## config.mk

```make
export PLATFORM = sky130hd
export DESIGN_NAME = pcg_gate
export DESIGN_NICKNAME = d
export VERILOG_FILES = /design/src/pcg_pkg.sv /design/src/pcg_gate.sv
export SDC_FILE = /design/constraint.sdc
export NUM_CORES = 1
export LEC_CHECK = 0
export ABC_AREA = 1
export BUFFER_PORTS_ARGS = -buffer_cell sky130_fd_sc_hd__buf_4
export CAP_MARGIN = 15
export CORE_UTILIZATION = 50
export CTS_CLUSTER_DIAMETER = 40
export DETAILED_ROUTE_END_ITERATION = 8
export PLACE_DENSITY = 0.82
export SYNTH_ARGS = -nofsm -noshare
export SYNTH_HDL_FRONTEND = slang
export SYNTH_SLANG_ARGS = --single-unit
export TNS_END_PERCENT = 5
```

## constraint.sdc

```tcl
create_clock -name clk_sys -period 1.8 [get_ports clk_sys]
set_input_delay 0.09 -clock clk_sys [delete_from_list [all_inputs] [get_ports clk_sys]]
set_output_delay 0.09 -clock clk_sys [all_outputs]
set_load 0.05 [all_outputs]
```

## src/pcg_pkg.sv

```systemverilog
package pcg_pkg;

    // ----------------------------------------------------------------
    // register map
    // ----------------------------------------------------------------
    localparam logic [11:0] PCG_CMD_OFS    = 12'h004;
    localparam logic [11:0] PCG_BCTL_OFS   = 12'h03C;
    localparam logic [11:0] PCG_MEMW_OFS   = 12'h020;
    localparam logic [11:0] PCG_PFW_OFS    = 12'h024;
    localparam logic [11:0] PCG_PFBU_OFS   = 12'h028;
    localparam logic [11:0] PCG_PFLU_OFS   = 12'h02C;
    localparam logic [11:0] PCG_IOW_OFS    = 12'h01C;
    localparam logic [11:0] PCG_STAT_OFS   = 12'h040;

    localparam int          PCG_IOEN_BIT   = 0;
    localparam int          PCG_MEMEN_BIT  = 1;
    localparam int          PCG_GATE_BIT   = 2;
    localparam int          PCG_ERRFWD_BIT = 1;
    localparam logic [15:0] PCG_CMD_RST    = 16'h0000;
    localparam logic [31:0] PCG_ZERO_WORD  = 32'h0000_0000;

    // ----------------------------------------------------------------
    // request kinds
    // ----------------------------------------------------------------
    typedef enum logic [2:0] {
        PCG_REQ_MEM  = 3'b000,
        PCG_REQ_IO   = 3'b001,
        PCG_REQ_MSI  = 3'b010,
        PCG_REQ_CFG  = 3'b011,
        PCG_REQ_ERRF = 3'b100,
        PCG_REQ_ERRN = 3'b101,
        PCG_REQ_ERRC = 3'b110,
        PCG_REQ_OTH  = 3'b111
    } pcg_kind_t;

    typedef struct packed {
        logic        valid;
        pcg_kind_t   kind;
    } pcg_inb_t;

    typedef struct packed {
        logic        valid;
        logic        is_io;
        logic [63:0] addr;
    } pcg_dec_t;

    typedef struct packed {
        logic [31:0] prdata;
        logic        pslverr;
    } pcg_apb_rsp_t;

endpackage : pcg_pkg

```

## src/pcg_gate.sv

```systemverilog
// The APB interface to the registers and the placing of the registers were chosen for this implementation.
`timescale 1ns/1ps
// How it works
// - bus master gate is writable bit 2 of command, reset zero
// - gate clear: inbound memory, I/O and MSI answered unsupported request
// - configuration and outbound traffic pass regardless of the gate
// - reset-cleared gate refuses inbound requests before host reset ends
// - memory claim enable is bit 1, steers target response to memory
// - memory enable set: claim both memory windows, low and high
// - memory enable clear: claim no memory, hub decodes subtractively
// - both enables reset zero; writable on every port other than 0, fixed zero on port 0
// - memory enable defaults zero so no window decodes until enabled
// - I/O enable set: claim I/O within base and limit window
// - I/O enable clear: claim no I/O, hub decodes subtractively
// - bridge error enable gates forwarding of received error messages
module pcg_gate
    import pcg_pkg::*;
#(
    parameter int PORT_NUM = 2
) (
    input  wire logic        clk_sys,
    input  wire logic        rst_b,
    input  wire logic        psel,
    input  wire logic        penable,
    input  wire logic        pwrite,
    input  wire logic [11:0] paddr,
    input  wire logic [31:0] pwdata,
    input  wire logic [3:0]  pstrb,
    output logic      [31:0] prdata,
    output logic             pready,
    output logic             pslverr,
    input  wire pcg_inb_t    inb_req,
    output logic             inb_accept,
    output logic             inb_ur,
    output logic             err_msg_fwd,
    input  wire pcg_dec_t    dec_req,
    output logic             dec_claim,
    output logic             dec_subtractive
);

    // ----------------------------------------------------------------
    // state
    // ----------------------------------------------------------------
    typedef struct packed {
        logic        bus_master_gate;
        logic        mem_window_claim_en;
        logic        io_window_claim_en;
        logic        bridge_err_msg_fwd_en;
        logic [31:0] mmio_base_limit;
        logic [31:0] prefetch_base_limit;
        logic [31:0] pf_upper_base;
        logic [31:0] pf_upper_limit;
        logic [31:0] io_window_reg;
        logic [15:0] ur_count;
        logic [31:0] prdata;
        logic        pslverr;
        logic        inb_accept;
        logic        inb_ur;
        logic        err_msg_fwd;
        logic        dec_claim;
        logic        dec_subtractive;
    } pcg_state_t;

    pcg_state_t st_reg;
    pcg_state_t st_next;

    localparam bit EN_WRITABLE = (PORT_NUM != 0);

    function automatic logic [31:0] merge(input logic [31:0] old,
                                          input logic [31:0] wd,
                                          input logic [3:0]  be);
        logic [31:0] r;
        r = old;
        for (int i = 0; i < 4; i++) begin
            if (be[i]) begin
                r[i*8 +: 8] = wd[i*8 +: 8];
            end
        end
        return r;
    endfunction : merge

    function automatic logic in_win(input logic [63:0] a,
                                    input logic [63:0] lo,
                                    input logic [63:0] hi);
        return (a >= lo) && (a <= hi);
    endfunction : in_win

    logic        wr_en;
    logic        rd_en;
    logic [15:0] cmd_word;
    logic [63:0] mem_lo;
    logic [63:0] mem_hi;
    logic [63:0] pf_lo;
    logic [63:0] pf_hi;
    logic [63:0] io_lo;
    logic [63:0] io_hi;
    logic        mem_hit;
    logic        io_hit;

    assign wr_en  = psel && penable && pwrite;
    assign rd_en  = psel && !penable && !pwrite;
    assign pready = 1'b1;

    assign cmd_word = {13'h0000, st_reg.bus_master_gate,
                       st_reg.mem_window_claim_en,
                       st_reg.io_window_claim_en};

    // windows: 1 MB granularity for memory, 4 KB for I/O
    assign mem_lo = {32'h0000_0000, st_reg.mmio_base_limit[15:4], 20'h0_0000};
    assign mem_hi = {32'h0000_0000, st_reg.mmio_base_limit[31:20],
                     20'hF_FFFF};
    assign pf_lo  = {st_reg.pf_upper_base,
                     st_reg.prefetch_base_limit[15:4], 20'h0_0000};
    assign pf_hi  = {st_reg.pf_upper_limit,
                     st_reg.prefetch_base_limit[31:20], 20'hF_FFFF};
    assign io_lo  = {48'h0000_0000_0000, st_reg.io_window_reg[7:4],
                     12'h000};
    assign io_hi  = {48'h0000_0000_0000, st_reg.io_window_reg[15:12],
                     12'hFFF};

    assign mem_hit = st_reg.mem_window_claim_en &&
                     (in_win(dec_req.addr, mem_lo, mem_hi) ||
                      in_win(dec_req.addr, pf_lo, pf_hi));
    assign io_hit  = st_reg.io_window_claim_en &&
                     in_win(dec_req.addr, io_lo, io_hi);

    // ----------------------------------------------------------------
    // next state
    // ----------------------------------------------------------------
    always_comb begin
        st_next = st_reg;
        st_next.inb_accept      = 1'b0;
        st_next.inb_ur          = 1'b0;
        st_next.err_msg_fwd     = 1'b0;
        st_next.dec_claim       = 1'b0;
        st_next.dec_subtractive = 1'b0;

        // enables take effect only after the write edge
        if (wr_en) begin
            case (paddr)
                PCG_CMD_OFS: begin
                    if (pstrb[0]) begin
                        st_next.bus_master_gate =
                            pwdata[PCG_GATE_BIT];
                        if (EN_WRITABLE) begin
                            st_next.mem_window_claim_en =
                                pwdata[PCG_MEMEN_BIT];
                            st_next.io_window_claim_en =
                                pwdata[PCG_IOEN_BIT];
                        end
                    end
                end
                PCG_BCTL_OFS: begin
                    if (pstrb[2]) begin
                        st_next.bridge_err_msg_fwd_en =
                            pwdata[16 + PCG_ERRFWD_BIT];
                    end
                end
                PCG_MEMW_OFS: st_next.mmio_base_limit =
                    merge(st_reg.mmio_base_limit, pwdata, pstrb);
                PCG_PFW_OFS:  st_next.prefetch_base_limit =
                    merge(st_reg.prefetch_base_limit, pwdata, pstrb);
                PCG_PFBU_OFS: st_next.pf_upper_base =
                    merge(st_reg.pf_upper_base, pwdata, pstrb);
                PCG_PFLU_OFS: st_next.pf_upper_limit =
                    merge(st_reg.pf_upper_limit, pwdata, pstrb);
                PCG_IOW_OFS:  st_next.io_window_reg =
                    merge(st_reg.io_window_reg, pwdata, pstrb);
                PCG_STAT_OFS: st_next.ur_count = 16'h0000;
                default: ;
            endcase
        end

        // read data registered in setup phase, valid in access phase
        if (psel && !penable) begin
            st_next.pslverr = 1'b0;
            st_next.prdata  = PCG_ZERO_WORD;
            case (paddr)
                PCG_CMD_OFS:  st_next.prdata = {16'h0000, cmd_word};
                PCG_BCTL_OFS: st_next.prdata = {14'h0000,
                    st_reg.bridge_err_msg_fwd_en, 17'h0_0000};
                PCG_MEMW_OFS: st_next.prdata = st_reg.mmio_base_limit;
                PCG_PFW_OFS:  st_next.prdata = st_reg.prefetch_base_limit;
                PCG_PFBU_OFS: st_next.prdata = st_reg.pf_upper_base;
                PCG_PFLU_OFS: st_next.prdata = st_reg.pf_upper_limit;
                PCG_IOW_OFS:  st_next.prdata = st_reg.io_window_reg;
                PCG_STAT_OFS: st_next.prdata = {16'h0000, st_reg.ur_count};
                default:      st_next.pslverr = 1'b1;
            endcase
            if (!rd_en) begin
                st_next.prdata = PCG_ZERO_WORD;
            end
        end else begin
            // drop data after the access phase so an idle bus reads zero
            st_next.pslverr = 1'b0;
            st_next.prdata  = PCG_ZERO_WORD;
        end

        // inbound gating
        if (inb_req.valid) begin
            case (inb_req.kind)
                PCG_REQ_MEM, PCG_REQ_IO, PCG_REQ_MSI: begin
                    if (st_reg.bus_master_gate) begin
                        st_next.inb_accept = 1'b1;
                    end else begin
                        st_next.inb_ur   = 1'b1;
                        st_next.ur_count = st_next.ur_count + 16'h0001;
                    end
                end
                PCG_REQ_ERRF, PCG_REQ_ERRN, PCG_REQ_ERRC: begin
                    st_next.inb_accept  = 1'b1;
                    st_next.err_msg_fwd =
                        st_reg.bridge_err_msg_fwd_en;
                end
                default: st_next.inb_accept = 1'b1;
            endcase
        end

        // downstream claim; unclaimed goes subtractive to hub
        if (dec_req.valid) begin
            st_next.dec_claim       = dec_req.is_io ? io_hit : mem_hit;
            st_next.dec_subtractive = !st_next.dec_claim;
        end
    end

    always_ff @(posedge clk_sys or negedge rst_b) begin
        if (!rst_b) begin
            st_reg <= '0;
        end else begin
            st_reg <= st_next;
        end
    end

    assign prdata          = st_reg.prdata;
    assign pslverr         = st_reg.pslverr;
    assign inb_accept      = st_reg.inb_accept;
    assign inb_ur          = st_reg.inb_ur;
    assign err_msg_fwd     = st_reg.err_msg_fwd;
    assign dec_claim       = st_reg.dec_claim;
    assign dec_subtractive = st_reg.dec_subtractive;

    // ----------------------------------------------------------------
    // checks
    // ----------------------------------------------------------------
    a_gate_ur_refuse: assert property (
        @(posedge clk_sys) disable iff (!rst_b)
        inb_req.valid && !st_reg.bus_master_gate &&
        (inb_req.kind inside {PCG_REQ_MEM, PCG_REQ_IO, PCG_REQ_MSI})
        |=> inb_ur && !inb_accept)
        else $error("gated inbound request not refused");
    a_gate_open_pass: assert property (
        @(posedge clk_sys) disable iff (!rst_b)
        inb_req.valid && st_reg.bus_master_gate
        |=> inb_accept && !inb_ur)
        else $error("inbound request refused while gate open");
    a_cfg_passes: assert property (
        @(posedge clk_sys) disable iff (!rst_b)
        inb_req.valid && inb_req.kind == PCG_REQ_CFG
        |=> inb_accept && !inb_ur)
        else $error("config request not passed");
    a_gate_write_lat: assert property (
        @(posedge clk_sys) disable iff (!rst_b)
        wr_en && paddr == PCG_CMD_OFS && pstrb[0]
        |=> st_reg.bus_master_gate == $past(pwdata[PCG_GATE_BIT]))
        else $error("gate bit write lost");
    a_port0_fixed: assert property (
        @(posedge clk_sys) disable iff (!rst_b)
        !EN_WRITABLE |-> !st_reg.mem_window_claim_en &&
        !st_reg.io_window_claim_en)
        else $error("port 0 enables not zero");
    a_mem_claim: assert property (
        @(posedge clk_sys) disable iff (!rst_b)
        dec_req.valid && !dec_req.is_io && mem_hit
        |=> dec_claim && !dec_subtractive)
        else $error("memory window hit not claimed");
    a_mem_noclaim: assert property (
        @(posedge clk_sys) disable iff (!rst_b)
        dec_req.valid && !dec_req.is_io && !st_reg.mem_window_claim_en
        |=> !dec_claim && dec_subtractive)
        else $error("memory claimed while disabled");
    a_io_noclaim: assert property (
        @(posedge clk_sys) disable iff (!rst_b)
        dec_req.valid && dec_req.is_io && !st_reg.io_window_claim_en
        |=> !dec_claim && dec_subtractive)
        else $error("I/O claimed while disabled");
    a_io_claim: assert property (
        @(posedge clk_sys) disable iff (!rst_b)
        dec_req.valid && dec_req.is_io && io_hit |=> dec_claim)
        else $error("I/O window hit not claimed");
    a_claim_onehot: assert property (
        @(posedge clk_sys) disable iff (!rst_b)
        dec_req.valid |=> dec_claim != dec_subtractive)
        else $error("decode answer not exactly one of claim or hub");
    a_err_gate: assert property (
        @(posedge clk_sys) disable iff (!rst_b)
        err_msg_fwd |-> $past(st_reg.bridge_err_msg_fwd_en) &&
        $past(inb_req.valid))
        else $error("error message forwarded while gated");
    a_err_fwd_kind: assert property (
        @(posedge clk_sys) disable iff (!rst_b)
        err_msg_fwd |-> $past(inb_req.kind) inside
        {PCG_REQ_ERRF, PCG_REQ_ERRN, PCG_REQ_ERRC})
        else $error("non-error request flagged as forwarded message");

endmodule : pcg_gate

```

After elaboration in Yosys (flattened, before gate mapping) --
Cells that the tools add are included. W data, S select, Z words.
Word-level totals: bits in registers 218, latch bits 0, RAM bits 0, memory bits (read-only) 0, input port bits 123, output and inout bits 39, word-level logic and storage cells 108, memories 0
Cells by class: $add $sub $neg 1, $mul 0, div/mod/pow operators 0, $lt $le $gt $ge 6, equal/unequal tests 13, shift operators 0, multiplexer cells 17, bitwise operators 0, reduce and logical (&&, ||, !) cells 39
Operators by type and width (count):
- $pmux W32 S8 | 1
- $mux W16 | 5
- $reduce_and A3 Y1 | 22
- $ge A64 B16 Y1 | 1
- $ge A64 B32 Y1 | 1
- $ge A64 B64 Y1 | 1
- $le A64 B16 Y1 | 1
- $le A64 B32 Y1 | 1
- $le A64 B64 Y1 | 1
- $eq A12 B6 Y1 const B | 5
- $mux W33 | 1
- $mux W32 | 1
- $add A16 B1 Y16 const B | 1
- $eq A12 B3 Y1 const B | 1
- $eq A12 B5 Y1 const B | 1
- $eq A12 B7 Y1 const B | 1
- $eq A3 B3 Y1 const B | 3
- $logic_and A1 B1 Y1 | 9
- $reduce_or A8 Y1 | 1
- $mux W1 | 7
- $reduce_or A3 Y1 | 2
- $eq A3 B1 Y1 const B | 1
- $eq A3 B2 Y1 const B | 1
- $logic_not A1 Y1 | 3
- other kinds (4) | 4

Depth between registers and ports, before layout --
Gate-level depths: netlist of the first run.
depth in word-level cells 7, gate-level depth with buffers 18, gate-level depth less buffers 18

Worst setup path before layout of the first run --
No wires, ideal clock.
path type input -> register, start point input port paddr[1], end point register st_reg[50] (netlist name), setup time 0.116 ns, arrival time 1.766 ns, data required time 1.684 ns, slack -0.083 ns, cell stages on the path 16, buffers on the path 3, cell sequence or2_1 -> buf_6 -> nor3_1 -> nand4_1 -> buf_4 -> buf_2 -> nand2_1 -> inv_1 -> ha_1 -> nand2_1 -> nor3b_2 -> nand2_1 -> nor2_2 -> nand2_1 -> nand2_1 -> nand2_1
RTL lines:
- start: declaration | RTL line pcg_gate.sv:26 | input wire logic [11:0] paddr,
- end signal: assignment | RTL line pcg_gate.sv:230 | st_reg <= st_next;
- end: declaration | RTL line pcg_gate.sv:64 | pcg_state_t st_reg;

==> reports/results.ini, run 1 <==
[worst_setup_path]
arrival_ps=2380
critPathMaxFanout=3
crit_top_cell=nand2_1
slowest_delay_ps=340
timing.critical_path.cells=inv_1 > ha_1 > nand4_1 > nor2_2 > nand2_1 > nor2_1 > nand2_1 > nand4_1 > nand2_1 > nand2_1 > nand2_1 > nand2_1 > nor2_1
crit_required_ps=2200
worstSetupPathType=reg -> reg
crit_start=pf_lo[62]$_DFFE_PN0P_
slowest_stage=dfrtp_1
critical_path.top_delay_family=simple AND/OR/NAND/NOR gates
critPathBufInv=1
worstSetupStartpointType=flop
timing.rr.start=pf_lo[62]$_DFFE_PN0P_
end_kind=flop

[power_and_ir_drop]
power.density_nw_per_um2=808
p_leak_nw=8.12
irDropWorstVdd_v=0.000718
power_frac_clock_pct=53.3
total_power_w=0.0138
netSwitchingPower_w=0.00352
swShare_pct=25.5
comb_power_share_pct=10.2
p_seq_share_pct=36.5
p_int_w=0.0103

[sta]
fin_setup_tns_ps=-320
clock_skew_ps=13.8
hold_viol_final=0
tightestPinTransition_ps=510
period_share_pct=110
fmax_mhz=507
max_slew_margin_pct=65.9
rsz0062_at_grt=yes
period_needed_ps=1970
setup_ws_ps=-172
setup_viol=2
slew_violations=0

[clock_network]
cts_tree=yes
htree_num_levels=2
clk_path_buf_depth=3
cts-root-buf=clkbuf_16
clock_latency_ps=520
cts.sinks=218
path_clk_slew_ps=60
cts_made_buffers=39

[finish]
final_cell_mix=nand2_1, buf_4, inv_1
nets=2173
stdcell_count=2288
n_fill_cell=1853
layout_commonest_cell=nand2_1
diodes=0
utilization_pct=67.5
area_delta_synth_final_pct=31.7
largest_reg_flops=57
drive_gt1_share_pct=20.7

[synth]
synth-seq-cells=218
synth.distinct_cells=43
yosys_warnings=0
netlist_area_sq_um=13000
synth_area_per_cell_sq_um=7.84
synthCells=1657
yosysSeqAreaShare_pct=42.0
mappedNetlistNets=1901

[detailed_routing]
first_iter_violations=1257
post_drt_wl_per_cell_um=18.4
wl_um=42100
ant_nets=0
vias=12900
firstDrtPassIters=6
drt_drc_violations_left=0
vias_per_cell=5.66

[grt]
gr-total-overflow=0
track_usage_pct=31.7
antenna_found_initial=0
grt_pass1_vias=12900
grt_max_degree=54
grt_pass1_wl_um=65600

[floorplanning]
chipHeight_um=163
core.rowCount=58
die_w_um=163
coreArea_sq_um=25300
initial_core_util_pct=51.3
die_area_sq_um=26600
ios=162

[placement]
pre_cts_slack_ps=-117
port_buffers=160
hpwlAfterDp_um=29500
place_congestion=0.974
place_inst=2168

[flow_run]
max_cap_viol_count=0

[status]
status=complete, but fails checks
violations=setup timing

[hold_path]
hp-class=in -> async

## metrics by stage
| step | hold WS (ps) | cell area [sq um] |
|---|---|---|
| 4_1_cts | 69.7 | 16900 |
| 2_1_floorplan | -206 | 13000 |
| 3_5_place_dp | 101 | 15000 |
| 5_1_grt | 96.3 | 17100 |
| 3_3_place_gp | 92.7 | 15000 |
| 6_report | 90.0 | 17100 |
## synthesized netlist by cell type, drive strengths merged
cell    count  area, sq um
a21o        7         52.6
a22o       10         87.6
dfrtp     218         5460
o21a        3         22.5
inv       248          931
o21ai     184          921
clkbuf     25         93.8
o22ai      40          250
conb        1         3.75
mux2i       1         10.0
nor4        3         18.8
and2        2         12.5
a21oi      46          230
o211ai      2         15.0
a31oi       2         12.5
xor2        8         70.1
nor2      152          583
o221ai     14          123
or2         2         12.5
nand4      31          200
nand3      33          175
nand2     411         1560
nor3b       2         20.0
and3        1         7.51
a211oi      1         7.51
nor3       36          201
buf        50          368
ha        121         1510
xnor2       3         26.3
## per-layer routing
metal  up-vias  track usage, %  wire length [um]
li1       5920               -                 -
met1      6130            39.7             16500
met5         -               0                 0
met4         0            16.9              2210
met3       163            5.46              3760
met2       732            52.1             19700
## cells by family after synthesis
| group | synth area share (%) |
|---|---|
| multiplexers | 0.0771 |
| adder cells (fa/ha/maj) | 11.7 |
| flip-flops | 42.0 |
| buffers and inverters | 10.7 |
| XOR/XNOR | 0.742 |
| other | 0.0289 |
| AO/OA/AOI/OAI | 13.3 |
| AND/OR/NAND/NOR | 21.5 |
## layout make-up
cell class              count  area (sq um)  share of cell area [%]
well taps                 330           413                    2.41
clock buffers              51          1110                    6.51
multi-input cells        1116          6420                    37.5
flip-flops and latches    218          5460                    31.9
repair buffers            306          2560                    15.0
inverters                 248           931                    5.44
clock inverters            19           209                    1.22
## worst paths after layout
kind	to	slack [ps]	cells past startpoint
min reg2reg	pf_hi[22]$_DFFE_PN0P_	480	2
min in group clk_sys	inb_ur$_DFF_PN0_	90	4
min	mem_hi[22]$_DFFE_PN0P_	90	2
max	dec_subtractive$_DFF_PN0_	-170	13
max reg2reg	dec_subtractive$_DFF_PN0_	-170	13
max in group asynchronous	pf_lo[27]$_DFFE_PN0P_	1040	3
## repair_timing
item | 4_1_cts | 5_1_grt
hold buffers | 44 | 0
buffers inserted | 0 | 6
pin swaps | 7 | 16
setup endpoints to repair | 2 | 5
gates resized for setup | 18 | 42
endpoints found under the hold margin | 367 | 0
## power groups by stage
stage | combinational [W] | sequential [W] | clock [W]
detailed placement | 0.00123 | 0.00512 | 0
global route | 0.00154 | 0.00505 | 0.00762
finish | 0.00141 | 0.00504 | 0.00736
CTS | 0.00133 | 0.00504 | 0.00741
global placement | 0.00118 | 0.00512 | 0
floorplan | 0.000535 | 0.00512 | 0
Power figures use the tool's default switching activity.
==> run 2, diff against run 1 <==
BUFFER_PORTS_ARGS = -buffer_cell sky130_fd_sc_hd__buf_2   (was -buffer_cell sky130_fd_sc_hd__buf_4)
PLACE_DENSITY = 0.73   (was 0.82)
==> run 2 against run 1 <==
  * The flow still finishes with violations (setup timing)
  * Power is 2.0% lower
  * Via count fell by 4.2%
  * Core utilization is 1.2 points lower
  * Die area is the same
  * Final cell count shrank 0.13%
  * Sequential share of layout area increased by 0.58 points
  * Clock skew increased by 13 ps
  * Sequential cell count is the same
  * Worst hold slack worse by 58 ps
  * Critical path depth fell by 1
  * Sequential power barely moved
  * Maximum frequency rose by 5.1%
==> reports/results.ini, run 2 (synthesis gave the netlist of run 1 again) <==
[finish]
utilization_pct=66.3
multiInputGateArea_sq_um=6550
drive_gt1_share_pct=21.7
layout_commonest_cell=nand2_1
final_cell_mix=nand2_1, inv_1, dfrtp_1
diodes=0
nets=2174
n_fill_cell=2043
largest_reg_flops=57
area_delta_synth_final_pct=29.3
seqCellArea_sq_um=5460

[power_and_ir_drop]
total_power_w=0.0135
irDropWorstVdd_v=0.000741
power.density_nw_per_um2=806
p_leak_nw=7.98

[floorplanning]
die_w_um=163
coreArea_sq_um=25300
die_area_sq_um=26600
ios=162
core.rowCount=58
chipHeight_um=163
initial_core_util_pct=51.3

[clock_network]
clock_latency_ps=520
cts.sinks=218
clk_path_buf_depth=3
cts-root-buf=clkbuf_16
htree_num_levels=2
cts_tree=yes
cts_made_buffers=35
path_clk_slew_ps=60

[sta]
fmax_mhz=533
rsz0062_at_grt=yes
period_needed_ps=1880
slew_violations=0
period_share_pct=104
tightestPinTransition_ps=528
hold_viol_final=0
setup_ws_ps=-75.7
max_slew_margin_pct=64.7
setup_viol=2
fin_setup_tns_ps=-128
clock_skew_ps=26.5

[worst_setup_path]
crit_start=mem_hi[21]$_DFFE_PN0P_
arrival_ps=2260
critPathMaxFanout=2
worstSetupPathType=reg -> reg
rr_worst_depth=12
timing.rr.start=mem_hi[21]$_DFFE_PN0P_
ff2ff_setup_slack_ps=-80
end_kind=flop
worstSetupStartpointType=flop
crit_required_ps=2180

[status]
status=complete, but fails checks
violations=setup timing

[placement]
port_buffers=160
hpwlAfterDp_um=29800
pre_cts_slack_ps=-152
place_congestion=0.974

[hold_path]
hp-class=in -> reg
holdPathStages=3
min_from=pwdata[9]

[grt]
grt_pass1_wl_um=63600
gr-total-overflow=0
grt_pass1_vias=12300
grt_max_degree=58
antenna_found_initial=1
track_usage_pct=31.0

[detailed_routing]
vias=12400
wl_um=40300
first_iter_violations=1191
vias_per_cell=5.43
firstDrtPassIters=6
post_drt_wl_per_cell_um=17.6
drt_drc_violations_left=0
ant_nets=0

[flow_run]
max_cap_viol_count=0

## run 2: cell count changes in the layout (fill, tap and decap cells not counted), moves of 3 or more
cell | before | now
a21oi_1 | 42 | 39
a21oi_2 | 4 | 7
buf_2 | 0 | 159
buf_4 | 249 | 96
bufinv_16 | 2 | 6
clkbuf_16 | 40 | 37
clkbuf_8 | 8 | 1
ha_1 | 111 | 101
ha_4 | 10 | 20
inv_1 | 235 | 228
inv_2 | 13 | 20
nand2_1 | 400 | 397
nand2_2 | 10 | 13
## run 2: final timing paths
| path | end |
|---|---|
| setup / recovery | dec_subtractive$_DFF_PN0_ |
| hold reg to reg | pf_hi[52]$_DFFE_PN0P_ |
| hold / removal | pf_lo[25]$_DFFE_PN0P_ |
| max in group asynchronous | prdata[15]$_DFF_PN0_ |
| min in group asynchronous | prdata[21]$_DFF_PN0_ |
| setup reg to reg | dec_subtractive$_DFF_PN0_ |
## run 2: area by class of cell
type,instances,area share (%)
well taps,330,2.46
inverters,248,5.54
multi-input cells,1116,39.0
repair buffers,311,13.1
flip-flops and latches,218,32.5
clock buffers,42,5.69
clock inverters,20,1.71
## run 2: through the flow
| step | cells | cell area, sq um | hold WS (ps) |
|---|---|---|---|
| global placement | 2169 | 14600 | 59.1 |
| detailed placement | 2169 | 14600 | 61.4 |
| CTS | 2281 | 16700 | 25.4 |
| global route | 2285 | 16800 | 48.1 |
| floorplan | 1657 | 13000 | -206 |
| finish | 2285 | 16800 | 32.0 |
## run 2: critical path: stages, from the launching register on
cell	delay, ps
dfrtp_1	390
inv_1	140
ha_4	230
a21oi_2	160
o21ai_2	100
nand2_1	80
nand4_1	140
a21oi_2	180
nand2_1	80
nand2_1	80
nand2_2	60
nand2_1	60
nor2_1	40
## run 2: metal layers
| metal | track usage (%) | up-vias | part of all wire [%] |
|---|---|---|---|
| met2 | 50.9 | 542 | 46 |
| met3 | 6.07 | 98 | 8.2 |
| li1 | - | 5916 | - |
| met4 | 11.1 | 0 | 3.2 |
| met5 | 0 | - | 0 |
| met1 | 40.6 | 5847 | 42 |
## run 2: report_power, final
group	switching (W)	total (W)	internal (W)	leakage [nW]
registers	0.0000702	0.00504	0.00497	3.03
logic	0.000784	0.00133	0.000551	4.35
clock network	0.00247	0.00715	0.00468	0.602
total	0.00332	0.0135	0.0102	7.98
## run 2: what timing repair did
item / 4_1_cts / 5_1_grt
hold endpoints to repair: 361 / 0
endpoints found under the setup margin: 2 / 3
resized for setup: 63 / 16
hold buffers: 43 / 0
buffers inserted: 7 / 4
pin swaps: 30 / 15
==> run 3, diff against run 2 <==
ABC_AREA = default   (was 1)
==> run 3 against run 2 <==
  * Sequential cell count unchanged
  * Routed wire length rose by 0.24%
  * Clock-buffer cell count fell by 4
  * The run ends with DRC, setup timing left
  * Largest power group unchanged
  * Core utilization rose by 5.8 points
  * Sequential share of layout area fell by 2.3 points
  * Clock skew decreased by 6.3 ps
  * Highest routed layer unchanged
  * Die area shrank 2.0%
  * Non-clock buffer count rose by 162
  * Combinational power grew 8%
  * Final cell count fell by 12%
  * Via count down 6.7%
==> reports/results.ini, run 3 <==
[status]
status=complete, but fails checks
violations=DRC, setup timing

[worst_setup_path]
ff2ff_setup_slack_ps=-610
crit_required_ps=2250
arrival_ps=2860
end_kind=flop
worstSetupPathType=reg -> reg
timing.rr.start=pf_lo[36]$_DFFE_PN0P_
critPathMaxFanout=2
crit_start=pf_lo[36]$_DFFE_PN0P_
worstSetupStartpointType=flop

[synth]
yosys_warnings=0
async_flop_share_pct=100
synth-seq-cells=218
synth_top_area_share_pct=42.9
synth.distinct_cells=51
yosysSeqAreaShare_pct=42.9
synthFlopType=dfrtp_1
synth_top_area_cell=dfrtp_1
yosys-top-cells-count=dfrtp_1, mux2_2, inv_1
yosysMostFrequentCell=dfrtp_1
synth-edff-count=0
mappedNetlistNets=1476
synth_area_per_cell_sq_um=10.3
synthCells=1232
netlist_area_sq_um=12700
synth_area_leaders=dfrtp_1, ha_1, mux2_2

[clock_network]
clock_latency_ps=510
path_clk_slew_ps=60
cts.sinks=218
cts_tree=yes
cts_made_buffers=35
htree_num_levels=2
cts-root-buf=clkbuf_16
clk_path_buf_depth=3

[power_and_ir_drop]
total_power_w=0.0132
power_frac_clock_pct=51.0
irDropWorstVdd_v=0.000652
p_seq_share_pct=38.2
p_leak_nw=8.82
power.density_nw_per_um2=729
netSwitchingPower_w=0.00339
comb_power_share_pct=10.8
p_int_w=0.00977
swShare_pct=25.8

[hold_path]
min_from=paddr[5]
hp-class=in -> reg

[grt]
gr-usage-met3_pct=5.78
track_usage_pct=30.3
grt_util_met2_pct=51.6
grt_max_degree=65
gr-total-overflow=0
grt_pass1_vias=11600
grt_use_met1_pct=37.7
antenna_found_initial=0
grt-busiest-layer=met2
grt_pass1_wl_um=61400

[sta]
period_needed_ps=2410
setup_viol=200
max_slew_margin_pct=56.3
period_share_pct=134
tightestPinTransition_ps=639
clock_skew_ps=20.3
setup_ws_ps=-612
rsz0062_at_grt=yes
hold_viol_final=0
slew_violations=0
fmax_mhz=415

[finish]
utilization_pct=72.1
largest_reg_flops=57
seqCellArea_sq_um=5460
final_cell_mix=buf_4, dfrtp_1, buf_2
final_area_sq_um=18100
area_delta_synth_final_pct=41.9
diodes=0
layout_commonest_cell=buf_4
n_fill_cell=1665
stdcell_count=2020
drive_gt1_share_pct=44.4
multiInputGateArea_sq_um=7030
nets=1908

[floorplanning]
ios=162
die_area_sq_um=26100
initial_core_util_pct=50.8
chipHeight_um=162
die_w_um=162
coreArea_sq_um=25000
core.rowCount=58

[detailed_routing]
first_iter_violations=871
drt_drc_violations_left=1
post_drt_wl_per_cell_um=20.0
ant_nets=0
wl_um=40400
firstDrtPassIters=7
vias=11600
vias_per_cell=5.73

[placement]
place_inst=1895
hpwlAfterDp_um=28000
port_buffers=160
place_area_sq_um=15500
place_congestion=0.933
pre_cts_slack_ps=-905

[flow_run]
max_cap_viol_count=0

[run 3: cell types whose count changed in the layout (fill, tap and decap cells not counted), sizes merged, moves of 29 or more]
cell / previous run / this run
nand2: 411 / 124
buf: 268 / 432
mux2: 0 / 132
inv: 254 / 133
nor2: 152 / 35
o21ai: 184 / 77
o22ai: 40 / 1
nor3: 36 / 7
[run 3: layer usage]
layer,up-vias,wire (um)
li1,5281,-
met1,5643,15700
met2,513,19900
met3,135,2970
met4,0,1870
met5,-,0
[run 3: final timing paths]
| path | end | cells past startpoint |
|---|---|---|
| max in group asynchronous | pf_lo[27]$_DFFE_PN0P_ | 3 |
| hold / removal | st_reg[214]$_DFFE_PN0P_ | 4 |
| hold reg to reg | st_reg[152]$_DFFE_PN0P_ | 1 |
| min in group asynchronous | prdata[24]$_DFF_PN0_ | 2 |
| setup / recovery | dec_claim$_DFF_PN0_ | 11 |
| setup reg to reg | dec_claim$_DFF_PN0_ | 11 |
[run 3: worst max-delay path, stage by stage, from the launching register on]
cell and delay, ps:
dfrtp_1 370, inv_1 60, ha_1 280, nand4_1 190, buf_4 200, nor4_2 240
buf_4 170, nand2_2 60, o21ai_2 160, a21oi_2 100, o41ai_2 340, buf_4 170
[run 3: layout make-up]
class,count,share of cell area (%)
multi-input cells,811,38.9
repair buffers,473,19.5
clock inverters,25,1.31
well taps,330,2.29
inverters,125,2.60
flip-flops and latches,218,30.2
clock buffers,38,5.20
[run 3: repair_timing]
| item | CTS | global route |
|---|---|---|
| resized for setup | 118 | 86 |
| endpoints found under the hold margin | 285 | 0 |
| endpoints found under the setup margin | 202 | 203 |
| cloned | 0 | 2 |
| hold buffers | 40 | 0 |
| buffers inserted | 8 | 13 |
| pin swaps | 38 | 31 |
[run 3: stage by stage]
step	TNS [ps]	hold WS, ps
2_1_floorplan	-103840	-206
3_3_place_gp	-138100	78.3
3_5_place_dp	-145010	84.6
4_1_cts	-32940	83.3
5_1_grt	-55090	106
6_report	-43930	93.1
[run 3: cell families after synthesis]
group,Yosys count,share of synthesized area [%]
adders and majority gates,121,11.9
muxes,159,15.0
xor gates and xnor gates,11,0.757
AOI/OAI and AO/OA,221,10.7
buffers and inverters,203,7.17
DFF,218,42.9
and+or+nand+nor,298,11.6
other,1,0.0295
[run 3: power groups by stage]
stage                     Sequential, W  Combinational, W  Clock, W
after global placement          0.00510           0.00118         0
after CTS                       0.00502           0.00136   0.00674
final                           0.00503           0.00143   0.00671
after global routing            0.00503           0.00155   0.00699
after floorplan                 0.00512          0.000432         0
after detailed placement        0.00510           0.00123         0
